**src/verilog/cable_diag_pkg.sv**
```systemverilog
// package for the cable diagnostic result block
// assumes a 100 MHz register clock and AXI4-Lite byte addressing
package cable_diag_pkg;
    // register indices; byte address is four times the index
    localparam logic [5:0]  IDX_CONTROL    = 6'h16;
    localparam logic [5:0]  IDX_WINDOW     = 6'h17;
    localparam logic [5:0]  IDX_PEAK       = 6'h18;
    localparam logic [5:0]  IDX_THRESHOLD  = 6'h19;
    localparam logic [5:0]  IDX_VAR_CTRL   = 6'h1A;
    localparam logic [5:0]  IDX_VAR_DATA   = 6'h1B;
    localparam int          ADDR_W         = 8;
    // control register fields
    localparam int          FIRE_BIT       = 11;
    localparam int          POLARITY_BIT   = 7;
    localparam int          LEVEL_MSB      = 5;
    localparam logic [5:0]  LEVEL_RESET    = 6'h20;
    // window, peak and threshold fields
    localparam int          BEGIN_LSB      = 8;
    localparam logic [7:0]  WINDOW_RESET   = 8'h00;
    localparam int          PEAK_LSB       = 8;
    localparam int          HIT_BIT        = 8;
    localparam logic [7:0]  TIME_LAST      = 8'hFF;
    // variance control fields
    localparam int          READY_BIT      = 15;
    localparam int          HOLD_BIT       = 3;
    localparam int          PERIOD_LSB     = 1;
    localparam int          ENABLE_BIT     = 0;
    localparam logic [1:0]  PERIOD_RESET   = 2'h0;
    // one period unit is 2^17 cycles of an 8 ns clock
    localparam int          UNIT_EXP       = 17;
    localparam int          UNIT_CLK_NS    = 8;
    localparam int          UNIT_NS        = (1 << UNIT_EXP) * UNIT_CLK_NS;
    localparam int          CLK_NS         = 10;
    localparam int          UNIT_CYCLES    = UNIT_NS / CLK_NS;
    // bus answers
    localparam logic [1:0]  RESP_OKAY      = 2'h0;
    localparam logic [1:0]  RESP_SLVERR    = 2'h2;
endpackage

```
**src/verilog/cable_diag_results.sv**
```systemverilog
// reflectometry result capture and variance accumulator with AXI4-Lite registers
// assumes samples and variance terms arrive from logic on aclk
//
// What this block does
// - watch samples only between 8-bit begin and end times, in 8 ns units
// - results are valid once the fire bit has dropped back to zero
// - peak field holds largest sample, or smallest with negative polarity
// - peak time is the first window time the peak appeared
// - threshold-hit bit set when any windowed sample met the level
// - threshold time is window time of first sample meeting level
// - reserved bits ignore writes and read zero
// - ready flag rises on new sum, drops after two data reads
// - hold stops data updates and drops after two data reads
// - period select gives 2, 4, 6 or 8 units
// - new period value restarts computation; data loads only at period end
// - one period unit is 2^17 cycles of an 8 ns clock
// - computation runs only while enable is set; enable resets off
// - after hold, first data read gives low half, second high half
// - fire bit sends a pulse, arms capture, clears when capture ends
// - polarity zero detects positive peaks, one negative peaks
// - level met above it when positive, below it when negative
`timescale 1ns/1ps
`default_nettype none
module cable_diag_results #(
    parameter int UNIT_CYCLES = cable_diag_pkg::UNIT_CYCLES
) (
    input  wire logic        aclk,
    input  wire logic        aresetn,
    input  wire logic [7:0]  s_axi_awaddr,
    input  wire logic        s_axi_awvalid,
    output logic             s_axi_awready,
    input  wire logic [31:0] s_axi_wdata,
    input  wire logic [3:0]  s_axi_wstrb,
    input  wire logic        s_axi_wvalid,
    output logic             s_axi_wready,
    output logic [1:0]       s_axi_bresp,
    output logic             s_axi_bvalid,
    input  wire logic        s_axi_bready,
    input  wire logic [7:0]  s_axi_araddr,
    input  wire logic        s_axi_arvalid,
    output logic             s_axi_arready,
    output logic [31:0]      s_axi_rdata,
    output logic [1:0]       s_axi_rresp,
    output logic             s_axi_rvalid,
    input  wire logic        s_axi_rready,
    input  wire logic [5:0]  sample,
    input  wire logic        sample_valid,
    output logic             pulse_fire,
    input  wire logic [15:0] variance_term,
    input  wire logic        variance_term_valid
);
    typedef enum logic {CAP_IDLE, CAP_RUN} cap_state_e;

    cap_state_e  cap_state;
    logic        reflect_pulse_fire;
    logic        peak_polarity_select;
    logic [5:0]  trigger_level;
    logic [7:0]  reflect_window_begin;
    logic [7:0]  reflect_window_end;
    logic [5:0]  peak_value;
    logic [7:0]  reflect_peak_time;
    logic        reflect_threshold_hit;
    logic [7:0]  reflect_threshold_time;
    logic        peak_seen;
    logic [7:0]  win_time;
    logic        var_ready;
    logic        var_hold;
    logic [1:0]  var_period;
    logic        var_enable;
    logic [31:0] var_acc;
    logic [31:0] var_data;
    logic        read_high;
    logic [16:0] unit_count;
    logic [3:0]  units_done;
    logic [3:0]  units_target;
    logic        unit_tick;
    logic        period_end;
    logic        wr_go;
    logic        rd_go;
    logic [5:0]  wr_idx;
    logic [5:0]  rd_idx;
    logic [15:0] wval;
    logic        wr_fire;
    logic        wr_period_new;
    logic        rd_data_reg;
    logic        in_window;
    logic        level_met;
    logic        peak_better;
    logic        cap_last;
    logic [15:0] next_rdata;
    logic        next_rhit;

    // bus slave: write address and data taken together
    assign s_axi_awready = s_axi_awvalid && s_axi_wvalid && !s_axi_bvalid;
    assign s_axi_wready  = s_axi_awready;
    assign s_axi_arready = s_axi_arvalid && !s_axi_rvalid;
    assign wr_go         = s_axi_awready;
    assign rd_go         = s_axi_arready;
    assign wr_idx        = s_axi_awaddr[7:2];
    assign rd_idx        = s_axi_araddr[7:2];
    assign wval          = s_axi_wdata[15:0];

    assign wr_fire = wr_go && wr_idx == cable_diag_pkg::IDX_CONTROL && s_axi_wstrb[1]
                     && wval[cable_diag_pkg::FIRE_BIT];
    assign wr_period_new = wr_go && wr_idx == cable_diag_pkg::IDX_VAR_CTRL && s_axi_wstrb[0]
                     && wval[cable_diag_pkg::PERIOD_LSB +: 2] != var_period;
    assign rd_data_reg = rd_go && rd_idx == cable_diag_pkg::IDX_VAR_DATA;

    always_ff @(posedge aclk) begin
        if (!aresetn) begin
            s_axi_bvalid <= 1'b0;
            s_axi_bresp  <= cable_diag_pkg::RESP_OKAY;
        end else if (wr_go) begin
            s_axi_bvalid <= 1'b1;
            s_axi_bresp  <= (wr_idx >= cable_diag_pkg::IDX_CONTROL
                             && wr_idx <= cable_diag_pkg::IDX_VAR_DATA)
                            ? cable_diag_pkg::RESP_OKAY : cable_diag_pkg::RESP_SLVERR;
        end else if (s_axi_bready) begin
            s_axi_bvalid <= 1'b0;
        end
    end

    // read mux; reserved bits read zero
    always_comb begin
        next_rdata = 16'h0000;
        next_rhit  = 1'b1;
        case (rd_idx)
            cable_diag_pkg::IDX_CONTROL: begin
                next_rdata[cable_diag_pkg::FIRE_BIT]      = reflect_pulse_fire;
                next_rdata[cable_diag_pkg::POLARITY_BIT]  = peak_polarity_select;
                next_rdata[cable_diag_pkg::LEVEL_MSB:0]   = trigger_level;
            end
            cable_diag_pkg::IDX_WINDOW:
                next_rdata = {reflect_window_begin, reflect_window_end};
            cable_diag_pkg::IDX_PEAK:
                next_rdata = {2'h0, peak_value, reflect_peak_time};
            cable_diag_pkg::IDX_THRESHOLD:
                next_rdata = {7'h00, reflect_threshold_hit, reflect_threshold_time};
            cable_diag_pkg::IDX_VAR_CTRL: begin
                next_rdata[cable_diag_pkg::READY_BIT]           = var_ready;
                next_rdata[cable_diag_pkg::HOLD_BIT]            = var_hold;
                next_rdata[cable_diag_pkg::PERIOD_LSB +: 2]     = var_period;
                next_rdata[cable_diag_pkg::ENABLE_BIT]          = var_enable;
            end
            cable_diag_pkg::IDX_VAR_DATA:
                next_rdata = read_high ? var_data[31:16] : var_data[15:0];
            default:
                next_rhit = 1'b0;
        endcase
    end

    always_ff @(posedge aclk) begin
        if (!aresetn) begin
            s_axi_rvalid <= 1'b0;
            s_axi_rdata  <= 32'h0000_0000;
            s_axi_rresp  <= cable_diag_pkg::RESP_OKAY;
        end else if (rd_go) begin
            s_axi_rvalid <= 1'b1;
            s_axi_rdata  <= {16'h0000, next_rdata};
            s_axi_rresp  <= next_rhit ? cable_diag_pkg::RESP_OKAY : cable_diag_pkg::RESP_SLVERR;
        end else if (s_axi_rready) begin
            s_axi_rvalid <= 1'b0;
        end
    end

    // reflectometry configuration
    always_ff @(posedge aclk) begin
        if (!aresetn) begin
            peak_polarity_select <= 1'b0;
            trigger_level        <= cable_diag_pkg::LEVEL_RESET;
            reflect_window_begin <= cable_diag_pkg::WINDOW_RESET;
            reflect_window_end   <= cable_diag_pkg::WINDOW_RESET;
        end else if (wr_go) begin
            if (wr_idx == cable_diag_pkg::IDX_CONTROL && s_axi_wstrb[0]) begin
                peak_polarity_select <= wval[cable_diag_pkg::POLARITY_BIT];
                trigger_level        <= wval[cable_diag_pkg::LEVEL_MSB:0];
            end
            if (wr_idx == cable_diag_pkg::IDX_WINDOW) begin
                if (s_axi_wstrb[1])
                    reflect_window_begin <= wval[cable_diag_pkg::BEGIN_LSB +: 8];
                if (s_axi_wstrb[0])
                    reflect_window_end <= wval[7:0];
            end
        end
    end

    assign in_window   = win_time >= reflect_window_begin && win_time <= reflect_window_end;
    assign level_met   = peak_polarity_select ? (sample < trigger_level)
                                              : (sample > trigger_level);
    assign peak_better = !peak_seen || (peak_polarity_select ? (sample < peak_value)
                                                             : (sample > peak_value));
    assign cap_last    = win_time == reflect_window_end || win_time == cable_diag_pkg::TIME_LAST;

    // capture sequencing; fire bit self-clears at window end
    always_ff @(posedge aclk) begin
        if (!aresetn) begin
            cap_state          <= CAP_IDLE;
            reflect_pulse_fire <= 1'b0;
            pulse_fire         <= 1'b0;
            win_time           <= 8'h00;
        end else begin
            pulse_fire <= 1'b0;
            case (cap_state)
                CAP_IDLE: begin
                    if (wr_fire) begin
                        cap_state          <= CAP_RUN;
                        reflect_pulse_fire <= 1'b1;
                        pulse_fire         <= 1'b1;
                        win_time           <= 8'h00;
                    end
                end
                CAP_RUN: begin
                    if (sample_valid) begin
                        if (cap_last) begin
                            cap_state          <= CAP_IDLE;
                            reflect_pulse_fire <= 1'b0;
                        end else begin
                            win_time <= win_time + 8'h01;
                        end
                    end
                end
                default: cap_state <= CAP_IDLE;
            endcase
        end
    end

    // peak and threshold results
    always_ff @(posedge aclk) begin
        if (!aresetn || (cap_state == CAP_IDLE && wr_fire)) begin
            peak_value             <= 6'h00;
            reflect_peak_time      <= 8'h00;
            peak_seen              <= 1'b0;
            reflect_threshold_hit  <= 1'b0;
            reflect_threshold_time <= 8'h00;
        end else if (cap_state == CAP_RUN && sample_valid && in_window) begin
            if (peak_better) begin
                peak_value        <= sample;
                reflect_peak_time <= win_time;
                peak_seen         <= 1'b1;
            end
            if (level_met && !reflect_threshold_hit) begin
                reflect_threshold_hit  <= 1'b1;
                reflect_threshold_time <= win_time;
            end
        end
    end

    // variance period timer
    assign units_target = 4'(({2'h0, var_period} + 4'h1) << 1);
    assign unit_tick    = unit_count == 17'(UNIT_CYCLES - 1);
    assign period_end   = var_enable && unit_tick && units_done == units_target - 4'h1;

    always_ff @(posedge aclk) begin
        if (!aresetn || !var_enable || wr_period_new) begin
            unit_count <= 17'h00000;
            units_done <= 4'h0;
            var_acc    <= 32'h0000_0000;
        end else begin
            unit_count <= unit_tick ? 17'h00000 : unit_count + 17'h00001;
            if (period_end)
                units_done <= 4'h0;
            else if (unit_tick)
                units_done <= units_done + 4'h1;
            if (period_end)
                var_acc <= variance_term_valid ? {16'h0000, variance_term} : 32'h0000_0000;
            else if (variance_term_valid)
                var_acc <= var_acc + {16'h0000, variance_term};
        end
    end

    // variance data, ready, hold and read order
    always_ff @(posedge aclk) begin
        if (!aresetn) begin
            var_data  <= 32'h0000_0000;
            var_ready <= 1'b0;
        end else if (period_end && !var_hold) begin
            var_data  <= var_acc;
            var_ready <= 1'b1;
        end else if (rd_data_reg && read_high) begin
            var_ready <= 1'b0;
        end
    end

    always_ff @(posedge aclk) begin
        if (!aresetn) begin
            var_hold   <= 1'b0;
            var_period <= cable_diag_pkg::PERIOD_RESET;
            var_enable <= 1'b0;
            read_high  <= 1'b0;
        end else begin
            // a data read in the same cycle as a control write toggles read_high unless the write raises hold; the written hold value wins
            if (rd_data_reg) begin
                read_high <= !read_high;
                if (read_high)
                    var_hold <= 1'b0;
            end
            if (wr_go && wr_idx == cable_diag_pkg::IDX_VAR_CTRL && s_axi_wstrb[0]) begin
                var_hold   <= wval[cable_diag_pkg::HOLD_BIT];
                var_period <= wval[cable_diag_pkg::PERIOD_LSB +: 2];
                var_enable <= wval[cable_diag_pkg::ENABLE_BIT];
                if (wval[cable_diag_pkg::HOLD_BIT] && !var_hold)
                    read_high <= 1'b0;
            end
        end
    end
endmodule
`default_nettype wire

```
**config.mk**
```make
export PLATFORM = sky130hd
export DESIGN_NAME = cable_diag_results
export DESIGN_NICKNAME = d
export VERILOG_FILES = /design/src/verilog/cable_diag_pkg.sv /design/src/verilog/cable_diag_results.sv
export SDC_FILE = /design/constraint.sdc
export NUM_CORES = 1
export LEC_CHECK = 0
export BUFFER_PORTS_ARGS = -buffer_cell sky130_fd_sc_hd__buf_2
export CAP_MARGIN = 40
export CORE_MARGIN = 4
export CORE_UTILIZATION = 45
export CTS_CLUSTER_DIAMETER = 200
export CTS_CLUSTER_SIZE = 10
export DETAILED_ROUTE_END_ITERATION = 8
export GPL_TIMING_DRIVEN = 0
export PLACE_DENSITY = 0.67
export SYNTH_ARGS = -nofsm -noshare
export SYNTH_HDL_FRONTEND = slang
export SYNTH_SLANG_ARGS = --single-unit
```
**constraint.sdc**
```tcl
create_clock -name aclk -period 2.1 [get_ports aclk]
set_input_delay 0.105 -clock aclk [delete_from_list [all_inputs] [get_ports aclk]]
set_output_delay 0.105 -clock aclk [all_outputs]
set_load 0.01 [all_outputs]
```
-- Yosys cells after proc, flatten, opt, wreduce, memory -nomap -nowiden
Index checks and enable logic that the tools add are counted.
- add/sub/neg operators: 6
- order comparisons: 8
- equal/unequal tests: 18
- mux-type cells: 41
- bitwise operators: 2
- reductions and logical operators: 53
- operators with widths (cell ; count):
    2-to-1 mux 32 bit ; 2
    == test 6 x 5 -> 1 bit, second input constant ; 9
    adder 32 x 16 -> 32 bit ; 1
    2-to-1 mux 16 bit ; 2
    2-to-1 mux 8 bit ; 3
    one-hot mux 4 bit (6 select lines) ; 1
    logical AND 1 bit ; 22
    2-to-1 mux 1 bit ; 21
    adder 17 x 1 -> 17 bit, second input constant ; 1
    == test 17 bit, second input constant ; 1
    one-hot mux 8 bit (2 select lines) ; 1
    > comparator 6 bit ; 2
    < comparator 6 bit ; 2
    one-hot mux 3 bit (4 select lines) ; 1
    AND reduction 3 bit ; 4
    nonzero test 2 bit ; 6
    one-hot mux 2 bit (5 select lines) ; 1
    one-hot mux 3 bit (3 select lines) ; 1
    adder 8 x 1 -> 8 bit, second input constant ; 1
    == test 8 bit ; 1
    == test 8 bit, second input constant ; 1
    >= comparator 8 bit ; 1
    less-or-equal comparator 8 bit ; 1
    logical NOT 1 bit ; 8
    19 further kinds ; 34
- register bits after elaboration: 171
- input bits: 83
- output and inout port bits: 42
- word-level logic and storage cells: 155

-- Logic depth before layout (Yosys ltp)
Gate-level depths: netlist (run 1).
- word-level depth: 7
- depth in mapped cells: 10
- depth with buffers taken out: 8

-- Worst setup path before layout (run 1)
No wires, ideal clock.
- kind: register -> register
- start point: reg var_acc[0]
- end point: reg var_acc[28]
- setup time: 0.122 ns
- arrival: 2.171 ns
- data required time: 1.978 ns
- slack: -0.193 ns
- cell stages (with the launch flop): 10
- path buffers: 1
- clock period less this slack: 2.293 ns
- cells stage by stage: dfxtp_1 ha_1 fa_1 a211oi_1 o21ai_1 a211oi_1 o211a_1 buf_2 or3_1 a21oi_1
- cells in the longest elaborated chain, start to end: 3
- ends and longest elaborated chain (item ; RTL line ; source):
    start, declared ; cable_diag_results.sv:70 ; logic [31:0] var_acc;
    start signal, assigned ; cable_diag_results.sv:265 ; var_acc <= variance_term_valid ? {16'h0000, variance_term} : 32'h0000_0000;
    start signal, assigned ; cable_diag_results.sv:267 ; var_acc <= var_acc + {16'h0000, variance_term};
    adder 32 x 16 -> 32 bit ; cable_diag_results.sv:267 ;
    2-to-1 mux 32 bit ; cable_diag_results.sv:266 ; else if (variance_term_valid)
    2-to-1 mux 32 bit ; cable_diag_results.sv:264 ; if (period_end)
Every way passes these cells. The select of a mux whose other input is x is not followed.
A chain may end at the register's enable or synchronous reset.

-- Worst setup path in the final report (run 1)
- start point: reg var_acc[0]
- end point: reg var_acc[20]
The elaborated chain is that of the path after synthesis.

==> run_results.csv, run 1 <==
group,metric,value,unit
outcome,outcome,"complete, but fails checks",
outcome,violations,"negative setup slack",
floorplanning,ios,125,
finish,fin_util,63.3,%
power,vdd_drop_max,0.000510,V
timing,holdWs,0.0153,ns
worst_setup_path,critical-path-slowest-cell,"dfxtp_2",
worst_hold_path,holdPathEnd,"s_axi_rdata[11]",
worst_setup_path,endpoint_kind,"flip-flop",
routing,drt_iter0_markers,636,
timing,slew_viol_final,0,
worst_setup_path,rrSetupSlack,-0.16,ns
timing,grt_setup_unrepaired,"yes",
routing,routed_wl,28700,um
floorplanning,die_w,151,um
synthesis,async_flop_share,0,%
finish,fill_cells,1626,
timing,skew,0.0116,ns
worst_setup_path,arrival,2.63,ns
clocking,clock-root-buffer,"clkbuf_16",
routing,detail_route.first_pass.iterations,5,
timing,fin_crit_sh,108,%
floorplanning,core_area,0.0202,sq mm
synthesis,synthTopCellsByCount,"dfxtp_1 (169), nand2_1 (169), nor2_1 (103), a21oi_1 (101), mux2i_1 (65)",
finish,n_antenna_cell,0,
worst_setup_path,crit_fanout,5,
clocking,clock_latency,0.44,ns
clocking,cts_tree,"done",
timing,slew_headroom,49.7,%
worst_hold_path,hp-start,"s_axi_araddr[7]",
worst_setup_path,max_stage_delay,0.34,ns
timing,hold_viol_final,0,
synthesis,synth.area.top_cells,"dfxtp_1 (37%), mux2i_1 (7.0%), ha_1 (6.9%)",
floorplanning,die_area,0.0229,sq mm
worst_setup_path,rr_startpoint,"var_acc[0]",
synthesis,synth-main-ff-cell,"dfxtp_1",
finish,area_delta_synth_final,38.3,%
timing,timing.fmax,0.443,GHz
synthesis,syn_area_per_cell,8.48,sq um
power,p_per_area,561,mW/mm^2
synthesis,syn_inst,1092,
timing,period_needed,2.26,ns
synthesis,synthAdderAreaFrac,7.11,%
power,total_power,7.18,mW
clocking,cts_buffer_depth,2,
synthesis,yosysSeqAreaShare,36.6,%
grt,grtUsageTotal,24.2,%
synthesis,synth_edf_count,0,
synthesis,yosysWarnings,0,
clocking,path_clk_slew,0.07,ns
floorplanning,initial_core_util,45.7,%
placement,post-place-cells,1464,
power,p_sw,1.67,mW
worst_hold_path,hold_path_depth,4,
timing,worstMarginPinSlew,0.755,ns
power,p_leak,5.29,nW
worst_setup_path,cp_num_buf_inv,1,
grt,antenna_found_initial,0,
timing,fin_tns_setup,-3.30,ns
clocking,cts.sinks,169,
routing,vias,8811,
synthesis,muxShareOfSynthArea,8.53,%
power,p_comb_share,8.2,%
synthesis,yosysTopAreaCellShare,36.6,%
worst_setup_path,worstPathRequired,2.47,ns
power,internal_power,5.52,mW
power,sw_frac_of_total,23.2,%
worst_setup_path,cp.depth,9,
placement,dpl.hpwl,19200,um
synthesis,synth_xor_xnor_area_share,3.74,%
synthesis,netlist_area,0.00926,sq mm
worst_setup_path,r2r-end,"var_acc[20]",
synthesis,yosys.area.top_type,"dfxtp_1",
power,seqPwrFrac,44.8,%
routing,drcViolationCount,0,
timing,finalWorstSetupSlack,-0.158,ns
run,maxCapViolCount,0,
synthesis,synth_top_family_by_area,"simple AND/OR/NAND/NOR gates",
worst_setup_path,ff2ff_path_depth,9,
grt,grt_pass1_wl,43400,um
placement,gp_congestion,0.950,
clocking,numCtsBuffers,17,
worst_setup_path,path_delay_family,"compound AO/OA/AOI/OAI gates",
worst_hold_path,hp-class,"in2reg",
grt,grt_pass1_vias,8586,
timing,setup_viol,58,
synthesis,ys_ff_latch,169,
synthesis,synth_compound_area_share,16.1,%
finish,drive_above_1_share,33.1,%
finish,nNetsFinal,1450,
grt,gr-total-overflow,0,
floorplanning,rows,52,
finish,design_area,0.0128,sq mm
routing,ant_nets,0,
placement,io_buffers,83,
finish,fin_cells,1598,
worst_setup_path,critPathKind,"reg2reg",
synthesis,synthDistinctLibCells,75,
placement,dp_slack,-0.450,ns
grt,grt_max_degree,17,
worst_setup_path,crit_path_start_kind,"flip-flop",
synthesis,synthSimpleGateAreaFrac,21.9,%
worst_setup_path,path_cells,"ha_4 > fa_2 > a211oi_2 > o21ai_2 > a211oi_2 > o211a_1 > buf_6 > o21ai_2 > a21oi_1",
power,p_clk_share,47.0,%
clocking,htree_levels,4,
routing,post_drt_wl_per_cell,17.9,um
placement,placed_cell_area,0.0101,sq mm
routing,avgViaCountPerCell,5.51,
floorplanning,die_h,151,um
[worst reg2reg max path: cells and delay by family, from the launching register on]
kind,cells,cell delay (ns)
flip-flops,1,0.34
AO/OA/AOI/OAI,6,1.18
adder cells (fa/ha/maj),2,0.50
buffers and inverters,1,0.17
[cells in the final DEF, fill, tap and decap left out, types with 13 or more instances in the layout]
cell           count
nand2_2           13
a21oi_2           36
a21oi_1           65
nand2_1          136
clkbuf_1          24
mux2i_1           64
dfxtp_2           16
nor2_1           101
xnor2_1           18
buf_2             89
xor2_1            17
o21ai_0           18
nand3_1           24
dfxtp_1          140
conb_1            18
buf_4             78
dlygate4sd3_1     30
nand4_1           21
buf_6             19
ha_1              28
nand2_4           21
inv_1             36
dfxtp_4           13
ha_4              22
a21o_1            15
clkbuf_16         17
[cell type report]
| type | count | area, sq um | share of cell area [%] |
|---|---|---|---|
| multi-input cells | 829 | 6290 | 49.1 |
| inverters | 43 | 165 | 1.29 |
| clock buffers | 24 | 502 | 3.92 |
| repair buffers | 191 | 1450 | 11.4 |
| flip-flops and latches | 169 | 3450 | 27.0 |
| plain buffers | 64 | 467 | 3.65 |
| clock inverters | 8 | 133 | 1.04 |
| well taps | 270 | 338 | 2.64 |
[sequential cells by signal (all words and copies together) (netlist names), 16 cells and up]
signal,count
unit_count,17
s_axi_rdata,16
var_data,32
var_acc,32
[worst max path at each step]
stage / from / end / slack (ns)
global route: var_acc[0] / var_acc[20] / -0.30
global placement: var_period[0] / units_done[2] / -0.43
floorplan: var_acc[9] / var_acc[21] / 0.006
CTS: var_acc[0] / var_acc[28] / -0.16
detailed placement: var_period[0] / units_done[2] / -0.45
finish: var_acc[0] / var_acc[20] / -0.16
[logic make-up (layout without fill, tap and decap cells)]
logic type               count (synthesis)  count (layout)
buffers and inverters                  111             330
adder cells (fa/ha/maj)                 52              52
AO/OA/AOI/OAI                          232             232
AND/OR/NAND/NOR                        414             414
XOR/XNOR                                38              38
multiplexers                            75              75
other                                    1              18
flip-flops                             169             169
[routing by layer]
metal	up-vias	routed length, um	global-route usage [%]	share of wire (%)
met5	-	0	0	0
met4	0	1310	12.4	4.6
met3	74	1500	3.71	5.2
met2	308	13900	41.1	48
met1	4144	12000	29.4	42
li1	4285	-	-	-
[power groups by stage]
stage	registers [mW]	clock network (mW)	logic [mW]
4_1_cts	3.23	3.40	0.548
5_1_grt	3.22	3.55	0.639
3_3_place_gp	3.31	0	0.453
2_1_floorplan	3.31	0	0.274
3_5_place_dp	3.31	0	0.460
6_report	3.22	3.37	0.589
[what timing repair did]
item                                   in CTS  in global routing
pin swaps                                  73                105
buffers inserted                           52                 18
hold buffers                               30                  0
endpoints found under the hold margin      42                  0
setup endpoints to repair                 112                105
gates resized for setup                   131                159
gates cloned                                7                  1
Power figures use the tool's default switching activity.
==> inputs of run 2 (changes only) <==
--- a/config.mk
+++ b/config.mk
@@ -7,7 +7,7 @@
 export LEC_CHECK = 0
 export BUFFER_PORTS_ARGS = -buffer_cell sky130_fd_sc_hd__buf_2
 export CAP_MARGIN = 40
-export CORE_MARGIN = 4
+export CORE_MARGIN = 5
 export CORE_UTILIZATION = 45
 export CTS_CLUSTER_DIAMETER = 200
 export CTS_CLUSTER_SIZE = 10
==> run 2 against run 1 <==
  * The flow still finishes with violations (negative setup slack)
  * Clock skew decreased by 0.0024 ns
  * Via count decreased by 0.14%
  * Fmax rose by 1.4%
  * Clock-buffer cell count is 3 lower
  * Critical path depth unchanged
  * Power is 0.35% higher
  * Die area rose by 2.7%
  * Critical endpoint is now var_acc[26]
==> run_results.csv, run 2 (synthesis results as in run 1) <==
group,metric,value,unit
timing,fin_crit_sh,106,%
timing,slew_headroom,49.2,%
clocking,clock_latency,0.43,ns
clocking,clock-root-buffer,"clkbuf_16",
placement,dp_slack,-0.424,ns
worst_setup_path,crit_fanout,5,
placement,post-place-cells,1464,
worst_setup_path,path_delay_family,"compound AO/OA/AOI/OAI gates",
grt,grt_pass1_vias,8379,
routing,routed_wl,28200,um
clocking,numCtsBuffers,17,
finish,drive_above_1_share,34.3,%
floorplanning,rows,52,
grt,grt_pass1_wl,43200,um
floorplanning,die_w,153,um
finish,n_antenna_cell,0,
worst_setup_path,arrival,2.55,ns
finish,top_regs,"var_acc (32), var_data (32), unit_count (17)",
routing,avgViaCountPerCell,5.52,
outcome,outcome,"complete, but fails checks",
worst_setup_path,crit_path_start_kind,"flip-flop",
floorplanning,ios,125,
timing,fin_tns_setup,-2.56,ns
worst_setup_path,cpMostUsedCell,"a211oi_2",
routing,detail_route.first_pass.iterations,8,
grt,gr-total-overflow,0,
finish,mostFrequentLayoutCells,"dfxtp_1 (134), nand2_1 (131), nor2_1 (101)",
routing,vias,8799,
worst_setup_path,cp_num_buf_inv,1,
worst_setup_path,endpoint_kind,"flip-flop",
worst_hold_path,hp-start,"variance_term[8]",
floorplanning,initial_core_util,45.7,%
timing,finalWorstSetupSlack,-0.127,ns
worst_setup_path,critPathKind,"reg2reg",
routing,drt-met1-wl,12000,um
floorplanning,core_area,0.0202,sq mm
worst_hold_path,hp-class,"in2reg",
power,vdd_drop_max,0.000495,V
routing,post_drt_wl_per_cell,17.7,um
timing,skew,0.00913,ns
worst_setup_path,path_cells,"ha_4 > fa_2 > a211oi_2 > o21ai_2 > a211oi_2 > o211a_1 > buf_6 > or3_4 > a21oi_2",
floorplanning,die_area,0.0235,sq mm
finish,design_area,0.0128,sq mm
finish,fin_cells,1594,
finish,fill_cells,1612,
finish,mostFrequentLayoutCell,"dfxtp_1",
timing,timing.fmax,0.449,GHz
timing,period_needed,2.23,ns
placement,dpl.hpwl,19300,um
timing,worstMarginPinSlew,0.761,ns
clocking,cts_buffer_depth,2,
grt,grt_max_degree,17,
worst_setup_path,startpoint,"var_acc[0]",
grt,grtUsageTotal,22.6,%
run,maxCapViolCount,0,
routing,wl_met2,13800,um
routing,highest_layer,"met4",
grt,antenna_found_initial,0,
power,p_leak,5.22,nW
routing,drcViolationCount,0,
finish,nNetsFinal,1447,
power,p_per_area,564,mW/mm^2
placement,io_buffers,83,
clocking,htree_levels,4,
timing,grt_setup_unrepaired,"yes",
outcome,violations,"negative setup slack",
clocking,cts.sinks,169,
routing,drt_iter0_markers,569,
worst_setup_path,worstPathRequired,2.42,ns
floorplanning,die_h,153,um
timing,slew_viol_final,0,
clocking,cts_tree,"done",
worst_setup_path,max_stage_delay,0.35,ns
placement,placed_cell_area,0.0101,sq mm
placement,gp_congestion,0.946,
timing,setup_viol,62,
worst_setup_path,critical-path-slowest-cell,"fa_2",
routing,wl_met3,1480,um
finish,area_delta_synth_final,38.1,%
routing,ant_nets,0,
timing,hold_viol_final,0,
worst_setup_path,rr_startpoint,"var_acc[0]",
clocking,path_clk_slew,0.07,ns
run 2: changes by cell type in the layout (fill, tap and decap cells not counted), sizes merged:
cell         change
clkbuf           -1
buf              -4
clkinvlp         +2
dlygate4sd3      -1
bufinv           +1
clkinv           -1
run 2: path summary, 6_finish.rpt:
| kind | end | slack (ns) | cells after the start |
|---|---|---|---|
| worst max-delay path | var_acc[26] | -0.13 | 9 |
| worst min-delay path | var_acc[8] | 0.02 | 3 |
| worst max register to register | var_acc[26] | -0.13 | 9 |
| worst min register to register | unit_count[0] | 0.45 | 1 |
run 2: repair_timing:
action,in CTS,in global routing
resized for setup,113,190
setup buffers,39,27
cloned,6,4
endpoints found under the hold margin,40,0
endpoints found under the setup margin,107,106
hold buffers,29,0
pin swaps,46,92
run 2: per-stage QoR:
step | hold WS [ns] | total power [mW] | utilization [%]
CTS | 0.00826 | 7.21 | 58.7
detailed placement | 0.349 | 3.77 | 50.1
global placement | 0.339 | 3.76 | 50.0
global route | 0.0346 | 7.43 | 63.2
finish | 0.0220 | 7.21 | 63.2
floorplan | 0.211 | 3.59 | -
run 2: report_power, final:
| part | internal, mW | switching, mW | total, mW |
|---|---|---|---|
| sequential | 3.21 | 0.0140 | 3.22 |
| combinational | 0.265 | 0.321 | 0.587 |
| clock | 2.09 | 1.31 | 3.40 |
| total | 5.56 | 1.65 | 7.21 |
run 2: layer usage:
metal	GRT usage, %	up-vias
met4	9.34	0
met1	28.6	4182
li1	-	4275
met5	0	-
met2	38.3	281
met3	3.68	61
run 2: worst min-delay path, stage by stage:
cell and delay, ns:
buf_2 0.11, o211ai_1 0.08, o21ai_1 0.12
run 2: layout make-up:
class                           count  area, sq um  share of cell area [%]
Clock buffer                       21          470                    3.68
Inverter                           43          165                    1.29
Multi-Input combinational cell    829         6320                    49.5
Sequential cell                   169         3460                    27.1
Buffer                             63          462                    3.61
Clock inverter                     10          165                    1.29
Timing Repair Buffer              189         1400                    10.9
Tap cell                          270          338                    2.64
